<file path="src/verilog/sps_pkg.sv">
// package for the step pattern sequencer: register map, field widths, timing counts
package sps_pkg;

    // ==========================================================
    // register map (byte addresses on the axi4-lite slave)
    localparam logic [7:0] SPS_ADDR_TICK = 8'h00;
    localparam logic [7:0] SPS_ADDR_TIMER = 8'h04;
    localparam logic [7:0] SPS_ADDR_PRESET = 8'h08;
    localparam logic [7:0] SPS_ADDR_CURRENT = 8'h0C;
    localparam logic [7:0] SPS_ADDR_CTRL = 8'h10;
    localparam logic [7:0] SPS_ADDR_STATUS = 8'h14;
    localparam logic [7:0] SPS_ADDR_TBASE = 8'h18;
    localparam logic [7:0] SPS_ADDR_LAST = 8'h1C;
    localparam logic [7:0] SPS_ADDR_COUNTS = 8'h40;
    localparam logic [7:0] SPS_ADDR_PATTERN = 8'h80;
    localparam logic [7:0] SPS_ADDR_EVSEL = 8'hC0;

    // ==========================================================
    // control and status register fields
    localparam int SPS_CTRL_RUN_BIT = 0;
    localparam int SPS_CTRL_MODE_BIT = 1;
    localparam int SPS_STAT_DONE_BIT = 0;
    localparam int SPS_STAT_RUN_BIT = 1;

    // ==========================================================
    // sizes and reset values
    localparam int SPS_STEPS = 16;
    localparam logic [4:0] SPS_STEP_MIN = 5'h01;
    localparam logic [4:0] SPS_STEP_MAX = 5'h10;
    localparam logic [15:0] SPS_COUNTS_MAX = 16'h270F;
    localparam logic [15:0] SPS_TBASE_MAX = 16'h270F;
    localparam logic [15:0] SPS_TBASE_RESET = 16'h000A;
    localparam logic [4:0] SPS_PRESET_RESET = 5'h01;
    localparam logic [4:0] SPS_EV_NONE = 5'h00;
    localparam logic [1:0] SPS_RESP_OKAY = 2'h0;
    localparam logic [1:0] SPS_RESP_SLVERR = 2'h2;

    // ==========================================================
    // timing: one timer value unit is a hundredth of a second
    localparam int SPS_CLK_HZ = 25000000;
    localparam int SPS_HUNDREDTH_US = 10000;
    localparam int SPS_HUNDREDTH_CYC = SPS_CLK_HZ / 1000000 * SPS_HUNDREDTH_US;

    // sequencer modes
    typedef enum logic [1:0] {
        SPS_MODE_TIMED = 2'b01,
        SPS_MODE_EVENT = 2'b10
    } sps_mode_t;

    // sequencer states, one-hot
    typedef enum logic [2:0] {
        SPS_ST_IDLE = 3'b001,
        SPS_ST_STEP = 3'b010,
        SPS_ST_DONE = 3'b100
    } sps_state_t;

    // control inputs from the controlling program, travel together
    typedef struct packed {
        logic start;
        logic jog;
        logic reset;
    } sps_ctl_t;

endpackage : sps_pkg

</file>
<file path="src/verilog/sps_sequencer.sv">
// step pattern sequencer with axi4-lite register access
//
// The implementer's own choices: the address map and the AXI4-Lite interface to the registers.
`timescale 1ns/1ps
module sps_sequencer
    import sps_pkg::*;
(
    input wire logic ref_clk,
    input wire logic sys_rst,
    input wire logic [2:0] ctl_in,
    input wire logic [15:0] event_in,
    input wire logic scan_tick,
    output logic [15:0] step_outputs,
    output logic sequence_done_flag,
    input wire logic [7:0] s_axi_awaddr,
    input wire logic s_axi_awvalid,
    output logic s_axi_awready,
    input wire logic [31:0] s_axi_wdata,
    input wire logic [3:0] s_axi_wstrb,
    input wire logic s_axi_wvalid,
    output logic s_axi_wready,
    output logic [1:0] s_axi_bresp,
    output logic s_axi_bvalid,
    input wire logic s_axi_bready,
    input wire logic [7:0] s_axi_araddr,
    input wire logic s_axi_arvalid,
    output logic s_axi_arready,
    output logic [31:0] s_axi_rdata,
    output logic [1:0] s_axi_rresp,
    output logic s_axi_rvalid,
    input wire logic s_axi_rready
);

    // ==========================================================
    // helper functions
    // clamp a preset write into the legal step range
    function automatic logic [4:0] clamp_step(input logic [15:0] v);
        if (v < 16'(SPS_STEP_MIN)) begin
            clamp_step = SPS_STEP_MIN;
        end else if (v > 16'(SPS_STEP_MAX)) begin
            clamp_step = SPS_STEP_MAX;
        end else begin
            clamp_step = v[4:0];
        end
    endfunction : clamp_step

    // clamp a count field to its four-digit ceiling
    function automatic logic [15:0] clamp_cnt(input logic [15:0] v);
        clamp_cnt = (v > SPS_COUNTS_MAX) ? SPS_COUNTS_MAX : v;
    endfunction : clamp_cnt

    // ==========================================================
    // configuration and status storage
    sps_state_t state_reg;
    sps_ctl_t ctl_s1_reg;
    sps_ctl_t ctl_reg;
    logic [15:0] ev_s1_reg;
    logic [15:0] ev_reg;
    logic scan_s1_reg;
    logic scan_reg;
    logic jog_prev_reg;
    logic run_reg;
    logic run_prev_reg;
    logic mode_event_reg;
    logic [15:0] tbase_reg;
    logic [4:0] last_step_reg;
    logic [4:0] preset_reg;
    logic [4:0] cur_reg;
    logic [15:0] tick_reg;
    logic [15:0] tval_reg;
    logic [31:0] hund_reg;
    logic [15:0] counts_mem [SPS_STEPS];
    logic [15:0] pattern_mem [SPS_STEPS];
    logic [4:0] evsel_mem [SPS_STEPS];

    // ==========================================================
    // input synchronisers: controls and events come from another domain
    always_ff @(posedge ref_clk) begin
        ctl_s1_reg <= ctl_in;
        ctl_reg <= ctl_s1_reg;
        ev_s1_reg <= event_in;
        ev_reg <= ev_s1_reg;
        scan_s1_reg <= scan_tick;
        scan_reg <= scan_s1_reg;
    end

    // ==========================================================
    // step decode
    logic [3:0] idx;
    logic [15:0] step_counts;
    logic [4:0] step_ev;
    logic ev_true;
    logic jog_edge;
    logic run_entry;
    logic hund_hit;
    logic count_hit;
    logic base_zero;
    assign idx = 4'(cur_reg - 5'h01);
    assign step_counts = counts_mem[idx];
    assign step_ev = evsel_mem[idx];
    // unassigned event reads as true, so the step runs on time alone
    assign ev_true = (step_ev == SPS_EV_NONE) || !mode_event_reg || ev_reg[4'(step_ev - 5'h01)];
    assign jog_edge = mode_event_reg && ctl_reg.jog && !jog_prev_reg;
    assign run_entry = run_reg && !run_prev_reg;
    assign base_zero = (tbase_reg == 16'h0000);
    assign hund_hit = (hund_reg >= 32'(SPS_HUNDREDTH_CYC - 1));
    // zero counts: the step passes in each cycle that the synchronised scan input is high, one step per such cycle
    assign count_hit = (step_counts == 16'h0000) ? scan_reg : (tick_reg >= step_counts);

    // ==========================================================
    // sequencer state machine and counters
    logic running;
    logic advance;
    logic at_last;
    assign running = (state_reg == SPS_ST_STEP) && ctl_reg.start && !ctl_reg.reset && ev_true;
    assign at_last = (cur_reg >= last_step_reg);
    always_comb begin
        advance = 1'b0;
        if (state_reg == SPS_ST_STEP && !ctl_reg.reset) begin
            if (jog_edge) begin
                advance = 1'b1;
            end else if (running && count_hit) begin
                advance = 1'b1;
            end
        end
    end

    always_ff @(posedge ref_clk) begin
        if (sys_rst) begin
            state_reg <= SPS_ST_IDLE;
            cur_reg <= SPS_PRESET_RESET;
            tick_reg <= 16'h0000;
            tval_reg <= 16'h0000;
            hund_reg <= 32'h0000_0000;
            jog_prev_reg <= 1'b0;
            run_prev_reg <= 1'b0;
            sequence_done_flag <= 1'b0;
        end else begin
            jog_prev_reg <= ctl_reg.jog;
            run_prev_reg <= run_reg;
            case (state_reg)
                SPS_ST_IDLE: begin
                    if (run_entry) begin
                        cur_reg <= preset_reg;
                        tick_reg <= 16'h0000;
                        tval_reg <= 16'h0000;
                        hund_reg <= 32'h0000_0000;
                        sequence_done_flag <= 1'b0;
                        state_reg <= SPS_ST_STEP;
                    end
                end
                SPS_ST_STEP, SPS_ST_DONE: begin
                    if (!run_reg) begin
                        state_reg <= SPS_ST_IDLE;
                    end else if (ctl_reg.reset) begin
                        cur_reg <= preset_reg;
                        sequence_done_flag <= 1'b0;
                        tick_reg <= 16'h0000;
                        tval_reg <= 16'h0000;
                        hund_reg <= 32'h0000_0000;
                        state_reg <= SPS_ST_STEP;
                    end else if (state_reg == SPS_ST_DONE) begin
                        state_reg <= SPS_ST_DONE;
                    end else if (advance) begin
                        tick_reg <= 16'h0000;
                        tval_reg <= 16'h0000;
                        hund_reg <= 32'h0000_0000;
                        if (at_last) begin
                            sequence_done_flag <= 1'b1;
                            state_reg <= SPS_ST_DONE;
                        end else begin
                            cur_reg <= cur_reg + 5'h01;
                        end
                    end else if (running && !base_zero && step_counts != 16'h0000) begin
                        // hundredths divider, then timer base, then counts
                        if (hund_hit) begin
                            hund_reg <= 32'h0000_0000;
                            if (tval_reg + 16'h0001 >= tbase_reg) begin
                                tval_reg <= 16'h0000;
                                tick_reg <= tick_reg + 16'h0001;
                            end else begin
                                tval_reg <= tval_reg + 16'h0001;
                            end
                        end else begin
                            hund_reg <= hund_reg + 32'h0000_0001;
                        end
                    end
                    // start low: only jog and reset act; the timer and counts are frozen
                end
                default: begin
                    state_reg <= SPS_ST_IDLE;
                end
            endcase
        end
    end

    // ==========================================================
    // pattern outputs, live whenever run mode is on
    always_ff @(posedge ref_clk) begin
        if (sys_rst) begin
            step_outputs <= 16'h0000;
        end else if (run_reg && state_reg != SPS_ST_IDLE) begin
            step_outputs <= pattern_mem[idx];
        end else begin
            step_outputs <= 16'h0000;
        end
    end

    // ==========================================================
    // axi4-lite write channel: address and data taken in either order
    logic aw_held_reg;
    logic w_held_reg;
    logic [7:0] aw_addr_reg;
    logic [31:0] w_data_reg;
    logic [3:0] w_strb_reg;
    logic wr_go;
    assign wr_go = aw_held_reg && w_held_reg && !s_axi_bvalid;

    always_ff @(posedge ref_clk) begin
        if (sys_rst) begin
            aw_held_reg <= 1'b0;
            w_held_reg <= 1'b0;
            aw_addr_reg <= 8'h00;
            w_data_reg <= 32'h0000_0000;
            w_strb_reg <= 4'h0;
            s_axi_awready <= 1'b0;
            s_axi_wready <= 1'b0;
            s_axi_bvalid <= 1'b0;
            s_axi_bresp <= SPS_RESP_OKAY;
        end else begin
            s_axi_awready <= !aw_held_reg && !s_axi_awready && s_axi_awvalid;
            s_axi_wready <= !w_held_reg && !s_axi_wready && s_axi_wvalid;
            if (s_axi_awvalid && s_axi_awready) begin
                aw_held_reg <= 1'b1;
                aw_addr_reg <= s_axi_awaddr;
            end
            if (s_axi_wvalid && s_axi_wready) begin
                w_held_reg <= 1'b1;
                w_data_reg <= s_axi_wdata;
                w_strb_reg <= s_axi_wstrb;
            end
            if (wr_go) begin
                aw_held_reg <= 1'b0;
                w_held_reg <= 1'b0;
                s_axi_bvalid <= 1'b1;
                s_axi_bresp <= wr_ok(aw_addr_reg) ? SPS_RESP_OKAY : SPS_RESP_SLVERR;
            end else if (s_axi_bvalid && s_axi_bready) begin
                s_axi_bvalid <= 1'b0;
            end
        end
    end

    // writable addresses; monitoring counters refuse writes
    function automatic logic wr_ok(input logic [7:0] a);
        if (a == SPS_ADDR_PRESET || a == SPS_ADDR_CTRL || a == SPS_ADDR_TBASE || a == SPS_ADDR_LAST) begin
            wr_ok = 1'b1;
        end else if (a >= SPS_ADDR_COUNTS && a[1:0] == 2'b00) begin
            wr_ok = 1'b1;
        end else begin
            wr_ok = 1'b0;
        end
    endfunction : wr_ok

    // merged write word, low half only is meaningful
    logic [15:0] wv;
    assign wv = {w_strb_reg[1] ? w_data_reg[15:8] : 8'h00, w_strb_reg[0] ? w_data_reg[7:0] : 8'h00};

    // register writes; the preset may change at any time
    always_ff @(posedge ref_clk) begin
        if (sys_rst) begin
            preset_reg <= SPS_PRESET_RESET;
            run_reg <= 1'b0;
            mode_event_reg <= 1'b1;
            tbase_reg <= SPS_TBASE_RESET;
            last_step_reg <= SPS_STEP_MAX;
            for (int i = 0; i < SPS_STEPS; i++) begin
                counts_mem[i] <= 16'h0000;
                pattern_mem[i] <= 16'h0000;
                evsel_mem[i] <= SPS_EV_NONE;
            end
        end else if (wr_go && w_strb_reg[1:0] != 2'b00) begin
            if (aw_addr_reg == SPS_ADDR_PRESET) begin
                preset_reg <= clamp_step(wv);
            end else if (aw_addr_reg == SPS_ADDR_CTRL) begin
                run_reg <= wv[SPS_CTRL_RUN_BIT];
                mode_event_reg <= wv[SPS_CTRL_MODE_BIT];
            end else if (aw_addr_reg == SPS_ADDR_TBASE) begin
                tbase_reg <= (wv > SPS_TBASE_MAX) ? SPS_TBASE_MAX : wv;
            end else if (aw_addr_reg == SPS_ADDR_LAST) begin
                last_step_reg <= clamp_step(wv);
            end else if (aw_addr_reg >= SPS_ADDR_EVSEL) begin
                evsel_mem[aw_addr_reg[5:2]] <= (wv > 16'(SPS_STEP_MAX)) ? SPS_EV_NONE : wv[4:0];
            end else if (aw_addr_reg >= SPS_ADDR_PATTERN) begin
                pattern_mem[aw_addr_reg[5:2]] <= wv;
            end else if (aw_addr_reg >= SPS_ADDR_COUNTS && aw_addr_reg[1:0] == 2'b00) begin
                counts_mem[aw_addr_reg[5:2]] <= clamp_cnt(wv);
            end
        end
    end

    // ==========================================================
    // axi4-lite read channel, one cycle after the address is taken
    logic [31:0] rd_word;
    logic rd_ok;
    // a refused read must return zero data, not whatever the decode picked
    assign rd_ok = s_axi_araddr[1:0] == 2'b00 && (s_axi_araddr <= SPS_ADDR_LAST || s_axi_araddr >= SPS_ADDR_COUNTS);
    always_comb begin
        rd_word = 32'h0000_0000;
        if (s_axi_araddr == SPS_ADDR_TICK) begin
            rd_word = {16'h0000, tick_reg};
        end else if (s_axi_araddr == SPS_ADDR_TIMER) begin
            rd_word = {16'h0000, tval_reg};
        end else if (s_axi_araddr == SPS_ADDR_PRESET) begin
            rd_word = {27'h0, preset_reg};
        end else if (s_axi_araddr == SPS_ADDR_CURRENT) begin
            rd_word = {27'h0, cur_reg};
        end else if (s_axi_araddr == SPS_ADDR_CTRL) begin
            rd_word = {30'h0, mode_event_reg, run_reg};
        end else if (s_axi_araddr == SPS_ADDR_STATUS) begin
            rd_word = {30'h0, state_reg != SPS_ST_IDLE, sequence_done_flag};
        end else if (s_axi_araddr == SPS_ADDR_TBASE) begin
            rd_word = {16'h0000, tbase_reg};
        end else if (s_axi_araddr == SPS_ADDR_LAST) begin
            rd_word = {27'h0, last_step_reg};
        end else if (s_axi_araddr >= SPS_ADDR_EVSEL) begin
            rd_word = {27'h0, evsel_mem[s_axi_araddr[5:2]]};
        end else if (s_axi_araddr >= SPS_ADDR_PATTERN) begin
            rd_word = {16'h0000, pattern_mem[s_axi_araddr[5:2]]};
        end else if (s_axi_araddr >= SPS_ADDR_COUNTS) begin
            rd_word = {16'h0000, counts_mem[s_axi_araddr[5:2]]};
        end
    end

    always_ff @(posedge ref_clk) begin
        if (sys_rst) begin
            s_axi_arready <= 1'b0;
            s_axi_rvalid <= 1'b0;
            s_axi_rdata <= 32'h0000_0000;
            s_axi_rresp <= SPS_RESP_OKAY;
        end else begin
            s_axi_arready <= !s_axi_arready && !s_axi_rvalid && s_axi_arvalid;
            if (s_axi_arvalid && s_axi_arready) begin
                s_axi_rvalid <= 1'b1;
                s_axi_rdata <= rd_ok ? rd_word : 32'h0000_0000;
                s_axi_rresp <= rd_ok ? SPS_RESP_OKAY : SPS_RESP_SLVERR;
            end else if (s_axi_rvalid && s_axi_rready) begin
                s_axi_rvalid <= 1'b0;
            end
        end
    end

endmodule : sps_sequencer

</file>
<file path="config.mk">
export PLATFORM = sky130hd
export DESIGN_NAME = sps_sequencer
export DESIGN_NICKNAME = d
export VERILOG_FILES = /design/src/verilog/sps_pkg.sv /design/src/verilog/sps_sequencer.sv
export SDC_FILE = /design/constraint.sdc
export NUM_CORES = 2
export LEC_CHECK = 0
export BUFFER_PORTS_ARGS = -buffer_cell sky130_fd_sc_hd__buf_2
export CORE_MARGIN = 2
export CORE_UTILIZATION = 63
export DETAILED_ROUTE_END_ITERATION = 8
export PLACE_DENSITY = 0.84
export SYNTH_ARGS = -nofsm -noshare
export SYNTH_HDL_FRONTEND = slang
export SYNTH_SLANG_ARGS = --single-unit
</file>
<file path="constraint.sdc">
create_clock -name ref_clk -period 5.75 [get_ports ref_clk]
set_input_delay 1.15 -clock ref_clk [delete_from_list [all_inputs] [get_ports ref_clk]]
set_output_delay 1.15 -clock ref_clk [all_outputs]
set_load 0.05 [all_outputs]
</file>
-- Word level (Yosys, flattened, before mapping)
Memories as Yosys holds them, arrays and structs flattened. A register that Yosys moved wholly into a read port is not among the register bits.
Index checks and enable logic that the tools add are counted.
- flip-flop bits (word level): 212
- memory bits (writable): 592
- output and inout port bits: 58
- memories: 3
- $add $sub $neg: 6
- order comparisons: 15
- equality and inequality tests: 26
- muxes and demuxes: 117
- bitwise operators: 4
- reductions and logical operators: 72
- memory list (memory ; depth ; bits a word ; rd ports ; clocked after memory_dff ; wr ports ; line ; text):
    counts_mem ; 16 ; 16 ; 2 ; 0 ; 16 ; sps_sequencer.sv:72 ; logic [15:0] counts_mem [SPS_STEPS];
    pattern_mem ; 16 ; 16 ; 2 ; 1 ; 16 ; sps_sequencer.sv:73 ; logic [15:0] pattern_mem [SPS_STEPS];
    evsel_mem ; 16 ; 5 ; 2 ; 0 ; 16 ; sps_sequencer.sv:74 ; logic [4:0] evsel_mem [SPS_STEPS];
- operator list (cell ; number):
    two-way mux 16 bit ; 29
    two-way mux 32 bit ; 8
    case mux 16 bit (2 select lines) ; 2
    case mux 32 bit (2 select lines) ; 1
    equality test 8 x 5 -> 1 bit, second input constant ; 7
    two-way mux 1 bit ; 50
    two-way mux 5 bit ; 10
    adder 16 x 1 -> 16 bit, second input constant ; 2
    adder 32 x 1 -> 32 bit, second input constant ; 1
    >= comparator 16 bit ; 2
    >= comparator 32 x 18 -> 1 bit, second input constant ; 1
    >= comparator 8 bit, second input constant ; 4
    logical NOT 16 bit ; 2
    OR reduction 16 bit ; 2
    logical AND 1 bit ; 27
    equality test 8 x 4 -> 1 bit, second input constant ; 3
    two-way mux 3 bit ; 6
    AND reduction 6 bit ; 3
    >= comparator 8 x 7 -> 1 bit, second input constant ; 2
    greater-than comparator 16 x 14 -> 1 bit, second input constant ; 1
    greater-than comparator 16 x 5 -> 1 bit, second input constant ; 1
    < comparator 16 x 1 -> 1 bit, second input constant ; 1
    two-way mux 8 bit ; 2
    nonzero test 16 bit ; 1
    other kinds (34) ; 72

-- Logic depth before layout (Yosys ltp)
An unclocked memory read counts as a cell.
- word-level depth: 16
- mapped depth: 26

-- Worst setup path after synthesis
No wires, ideal clock.
- kind: register to register
- start point: reg cur_reg[0]
- end point: reg tval_reg[9]
- arrival: 4.651 ns
- slack: 0.976 ns
- stages on the path, launching flop included: 24
- buffers on the path: 6
- cells stage by stage: dfxtp_1 > buf_6 > buf_6 > buf_4 > inv_2 > ha_1 > buf_4 > clkbuf_1 > mux4_2 > nand2_1 > and3_1 > a21oi_1 > ha_1 > nand2b_1 > a21o_1 > a21o_1 > a21oi_1 > o21a_1 > o311ai_1 > nor4bb_4 > a21boi_4 > a21oi_1 > buf_4 > mux2_1
- cells in the longest elaborated chain, start to end: 16
- ends and longest elaborated chain (what ; line ; text):
    start: declaration ; sps_sequencer.sv:68 ; logic [4:0] cur_reg;
    start signal: assignment ; sps_sequencer.sv:144 ; cur_reg <= preset_reg;
    start signal: assignment ; sps_sequencer.sv:156 ; cur_reg <= preset_reg;
    start signal: assignment ; sps_sequencer.sv:172 ; cur_reg <= cur_reg + 5'h01;
    subtractor 4 x 1 -> 4 bit (*) ; sps_sequencer.sv:98 ; assign idx = 4'(cur_reg - 5'h01);
    memory read (16 x 5 bit) ; n/a ;
    subtractor 4 x 1 -> 4 bit ; sps_sequencer.sv:102 ; assign ev_true = (step_ev == SPS_EV_NONE) || !mode_event_reg || ev_reg[4'(step_ev - 5'h01)];
    binary-select mux 1 bit (select 4 bit) ; sps_sequencer.sv:102 ;
    two-way mux 1 bit (implied by the code) ; sps_sequencer.sv:102 ;
    logical OR 1 bit ; sps_sequencer.sv:102 ;
    logical AND 1 bit ; sps_sequencer.sv:115 ; assign running = (state_reg == SPS_ST_STEP) && ctl_reg.start && !ctl_reg.reset && ev_true;
    logical AND 1 bit ; sps_sequencer.sv:122 ; end else if (running && count_hit) begin
    two-way mux 1 bit ; sps_sequencer.sv:122 ;
    two-way mux 1 bit ; sps_sequencer.sv:120 ; if (jog_edge) begin
    two-way mux 1 bit ; sps_sequencer.sv:119 ; if (state_reg == SPS_ST_STEP && !ctl_reg.reset) begin
    two-way mux 16 bit ; sps_sequencer.sv:164 ; end else if (advance) begin
    two-way mux 16 bit ; sps_sequencer.sv:162 ; end else if (state_reg == SPS_ST_DONE) begin
    two-way mux 16 bit ; sps_sequencer.sv:155 ; end else if (ctl_reg.reset) begin
    two-way mux 16 bit ; sps_sequencer.sv:153 ; if (!run_reg) begin
    case mux 16 bit (2 select lines) ; sps_sequencer.sv:141 ; case (state_reg)
    end signal: assignment ; sps_sequencer.sv:182 ; tval_reg <= tval_reg + 16'h0001;
    end: declaration ; sps_sequencer.sv:70 ; logic [15:0] tval_reg;
Every way passes the cells marked *; elsewhere a longest branch is shown, timed or not. The select of a mux whose other input is x is not followed.
A chain may end at the register's enable or synchronous reset.

-- Worst setup path in the final report
- start point: reg cur_reg[1]
- end point: reg tval_reg[0]
Same word-level chain as after synthesis.

==> out/metrics.cfg <==
[synth]
ys.flop_type = edfxtp_1
synth_seq_area_share_pct = 54.5
avgSynthCellArea_um2 = 12.5
synth_cells = 3224
synth_cell_type_count = 84
synth_area_um2 = 40400
async_flop_share_pct = 0
synth-seq-cells = 802
ys_warn_count = 0
synth_edf_count = 592

[grt]
grt_pass1_vias = 30055
grt_pass1_wl_mm = 183
grt_max_degree = 99
antenna_found_initial = 4
grtUsageTotal_pct = 37.0
grt.overflow.total = 0

[detailed_routing]
drtAntennaViolNets = 0
via_count = 30062
totalWireLength_mm = 122
wl_per_cell_um = 28.9
drt_iter0_drc = 4701
drc = 0
via_per_inst = 7.14
dr.pass1.iters = 9

[pwr]
swShare_pct = 23.0
power.density_nw_per_um2 = 287
pwr-share-comb_pct = 6.5
ir_worst_vdd_mv = 0.338
p_sw_w = 0.00294
seqPwrFrac_pct = 50.7
power_frac_clock_pct = 42.8
total_leakage_power_nw = 15.7
internal_power_w = 0.00986

[clock_network]
cts_tree = yes
cts.sinks = 802
cts.hold.buffers_added = 0
post-cts-setup-buffer-count = 0
clkTransAtPathRegs_ns = 0.07
htreeDepth = 3
worst_skew_pair.late_latency_ns = 0.66
numCtsBuffers = 83
cts_resized = 0
cts_root_buffer = clkbuf_16
clock_path_buffers = 3

[worst_hold_path]
hold_class = reg2reg

[worst_setup_path]
start_kind = flip-flop
required_ns = 6.28
cpPeakStageDelay_ns = 0.65
critPathCaptureType = flip-flop
cp_max_fo = 25
cpMostUsedCell = buf_4
cp.arrival_ns = 5.87
path_class = reg2reg
path_cells = inv_1, ha_4, buf_4, mux4_2, nand2_1, a21oi_1, a41o_1, inv_1, ha_1, o211ai_1, o21ai_0, o31a_1, nor4_1, nor3_2, a21boi_4, a21oi_1, buf_4, buf_4, a2bb2o_1
crit_slowest_cell = ha_4

[run_status]
status = completed

[sta]
slew_headroom_pct = 9.63
max_freq_ghz = 0.187
finalCritPeriodShare_pct = 92.9
tns_ns = 0
hold_violations = 0
rsz0062_at_grt = false
hold_ws_ns = 0.325
fin_crit_ns = 5.34
skew_ns = 0.0317
drv_slew = 0
setup_viol = 0
worst_pin_slew_ns = 1.35

[layout]
area_delta_synth_final_pct = 10.4
drive_gt1_share_pct = 20.9
final_net_count = 3417
reg_top3 = counts_mem: 256 flops, pattern_mem: 256 flops, evsel_mem: 80 flops
fillers = 3971
fin_cells = 4211

[floorplan]
die_area_um2 = 66100
fp.dieW_um = 257
rows = 92
pin_count = 137
core_um2 = 63200
start_util_pct = 63.9
die_h_um = 257

[run]
drv_cap = 0

[placed_design]
place_inst = 4055
gp_congestion = 0.982
portBuffers = 100
dp_hpwl_mm = 80.4

==> cells by family after synthesis <==
| group | after synthesis | share of synthesized area, % |
|---|---|---|
| fa+ha+maj | 44 | 1.36 |
| compound gates | 358 | 5.75 |
| xor+xnor | 17 | 0.443 |
| flops | 802 | 54.5 |
| buf+inv | 317 | 3.46 |
| other cells | 1 | 0.00929 |
| mux | 445 | 21.2 |
| simple gates | 1240 | 13.3 |
==> layout make-up <==
| type | count | area [um^2] | area share [%] |
|---|---|---|---|
| clock inverter | 38 | 347 | 0.778 |
| sequential | 802 | 22000 | 49.3 |
| timing repair buffer | 199 | 1320 | 2.95 |
| clock buffer | 117 | 2430 | 5.45 |
| multi-input combinational | 2154 | 17200 | 38.7 |
| inverter | 54 | 203 | 0.455 |
| antenna | 1 | 2.50 | 0.00562 |
| tap | 846 | 1060 | 2.38 |
==> stage by stage <==
stage	power, W	util [%]	instance area, um^2	worst slack (ns)
2_1_floorplan	0.00711	-	40500	0.976
3_3_place_gp	0.00735	66.1	41800	0.649
3_5_place_dp	0.00739	66.1	41800	0.518
4_1_cts	0.0128	70.5	44600	0.493
5_1_grt	0.0130	70.5	44600	0.189
6_report	0.0128	70.5	44600	0.410
==> worst paths after layout <==
path                 startpoint     endpoint  slack (ns)  cells after the start
setup / recovery     cur_reg[1]  tval_reg[0]        0.41                     19
hold / removal    ev_s1_reg[13]   ev_reg[13]        0.33                      0
hold reg to reg   ev_s1_reg[13]   ev_reg[13]        0.33                      0
setup reg to reg     cur_reg[1]  tval_reg[0]        0.41                     19
==> cell usage after synthesis, types with 14 or more instances <==
| master | n | share of area (%) |
|---|---|---|
| a22oi_1 | 31 | 0.58 |
| buf_4 | 33 | 0.61 |
| mux4_2 | 325 | 18 |
| or3_1 | 14 | 0.22 |
| inv_1 | 52 | 0.48 |
| dfxtp_1 | 210 | 10 |
| and3_1 | 42 | 0.65 |
| a211oi_1 | 30 | 0.56 |
| nor2_1 | 665 | 6.2 |
| clkbuf_1 | 165 | 1.5 |
| buf_2 | 16 | 0.20 |
| a21o_1 | 15 | 0.28 |
| ha_1 | 44 | 1.4 |
| a31oi_1 | 15 | 0.23 |
| mux2i_1 | 102 | 2.5 |
| nor3_1 | 39 | 0.48 |
| nand2_1 | 296 | 2.8 |
| nand2b_1 | 19 | 0.29 |
| o211ai_1 | 14 | 0.26 |
| a21oi_1 | 121 | 1.5 |
| mux2_2 | 16 | 0.45 |
| nand3_1 | 69 | 0.86 |
| edfxtp_1 | 592 | 44 |
| nor4_1 | 25 | 0.39 |
| buf_1 | 40 | 0.37 |
| o21ai_0 | 55 | 0.68 |
==> worst max-delay path, delay by kind of cell (launching register included) <==
family,cells,cell delay (ns)
AO/OA/AOI/OAI,8,1.78
buffers and inverters,5,1.06
flip-flops,1,0.54
multiplexers,1,0.28
AND/OR/NAND/NOR,3,0.66
adder cells (fa/ha/maj),2,0.89
==> routing by layer <==
layer | share of wire [%] | vias to the layer above | global-route usage [%]
met5 | 0.042 | - | 0
met4 | 6.4 | 8 | 19.9
met3 | 15 | 588 | 12.6
met2 | 47 | 2674 | 59.1
met1 | 32 | 14596 | 44.6
li1 | - | 12196 | -
==> power groups by stage <==
stage | Combinational, W | Clock (W) | Sequential [W]
detailed placement | 0.000795 | 0 | 0.00660
global placement | 0.000781 | 0 | 0.00657
finish | 0.000836 | 0.00548 | 0.00649
global route | 0.000857 | 0.00569 | 0.00650
CTS | 0.000806 | 0.00547 | 0.00648
floorplan | 0.000550 | 0 | 0.00656
==> cell usage in the layout (no fill, tap or decap), types with 69 or more instances in the layout <==
cell type	count
edfxtp_1	592
buf_2	96
dfxtp_1	209
a21oi_1	121
mux4_2	325
buf_4	97
nand3_1	69
nand2_1	296
nor2_1	665
clkbuf_16	86
mux2i_1	102
Power figures use the tool's default switching activity.
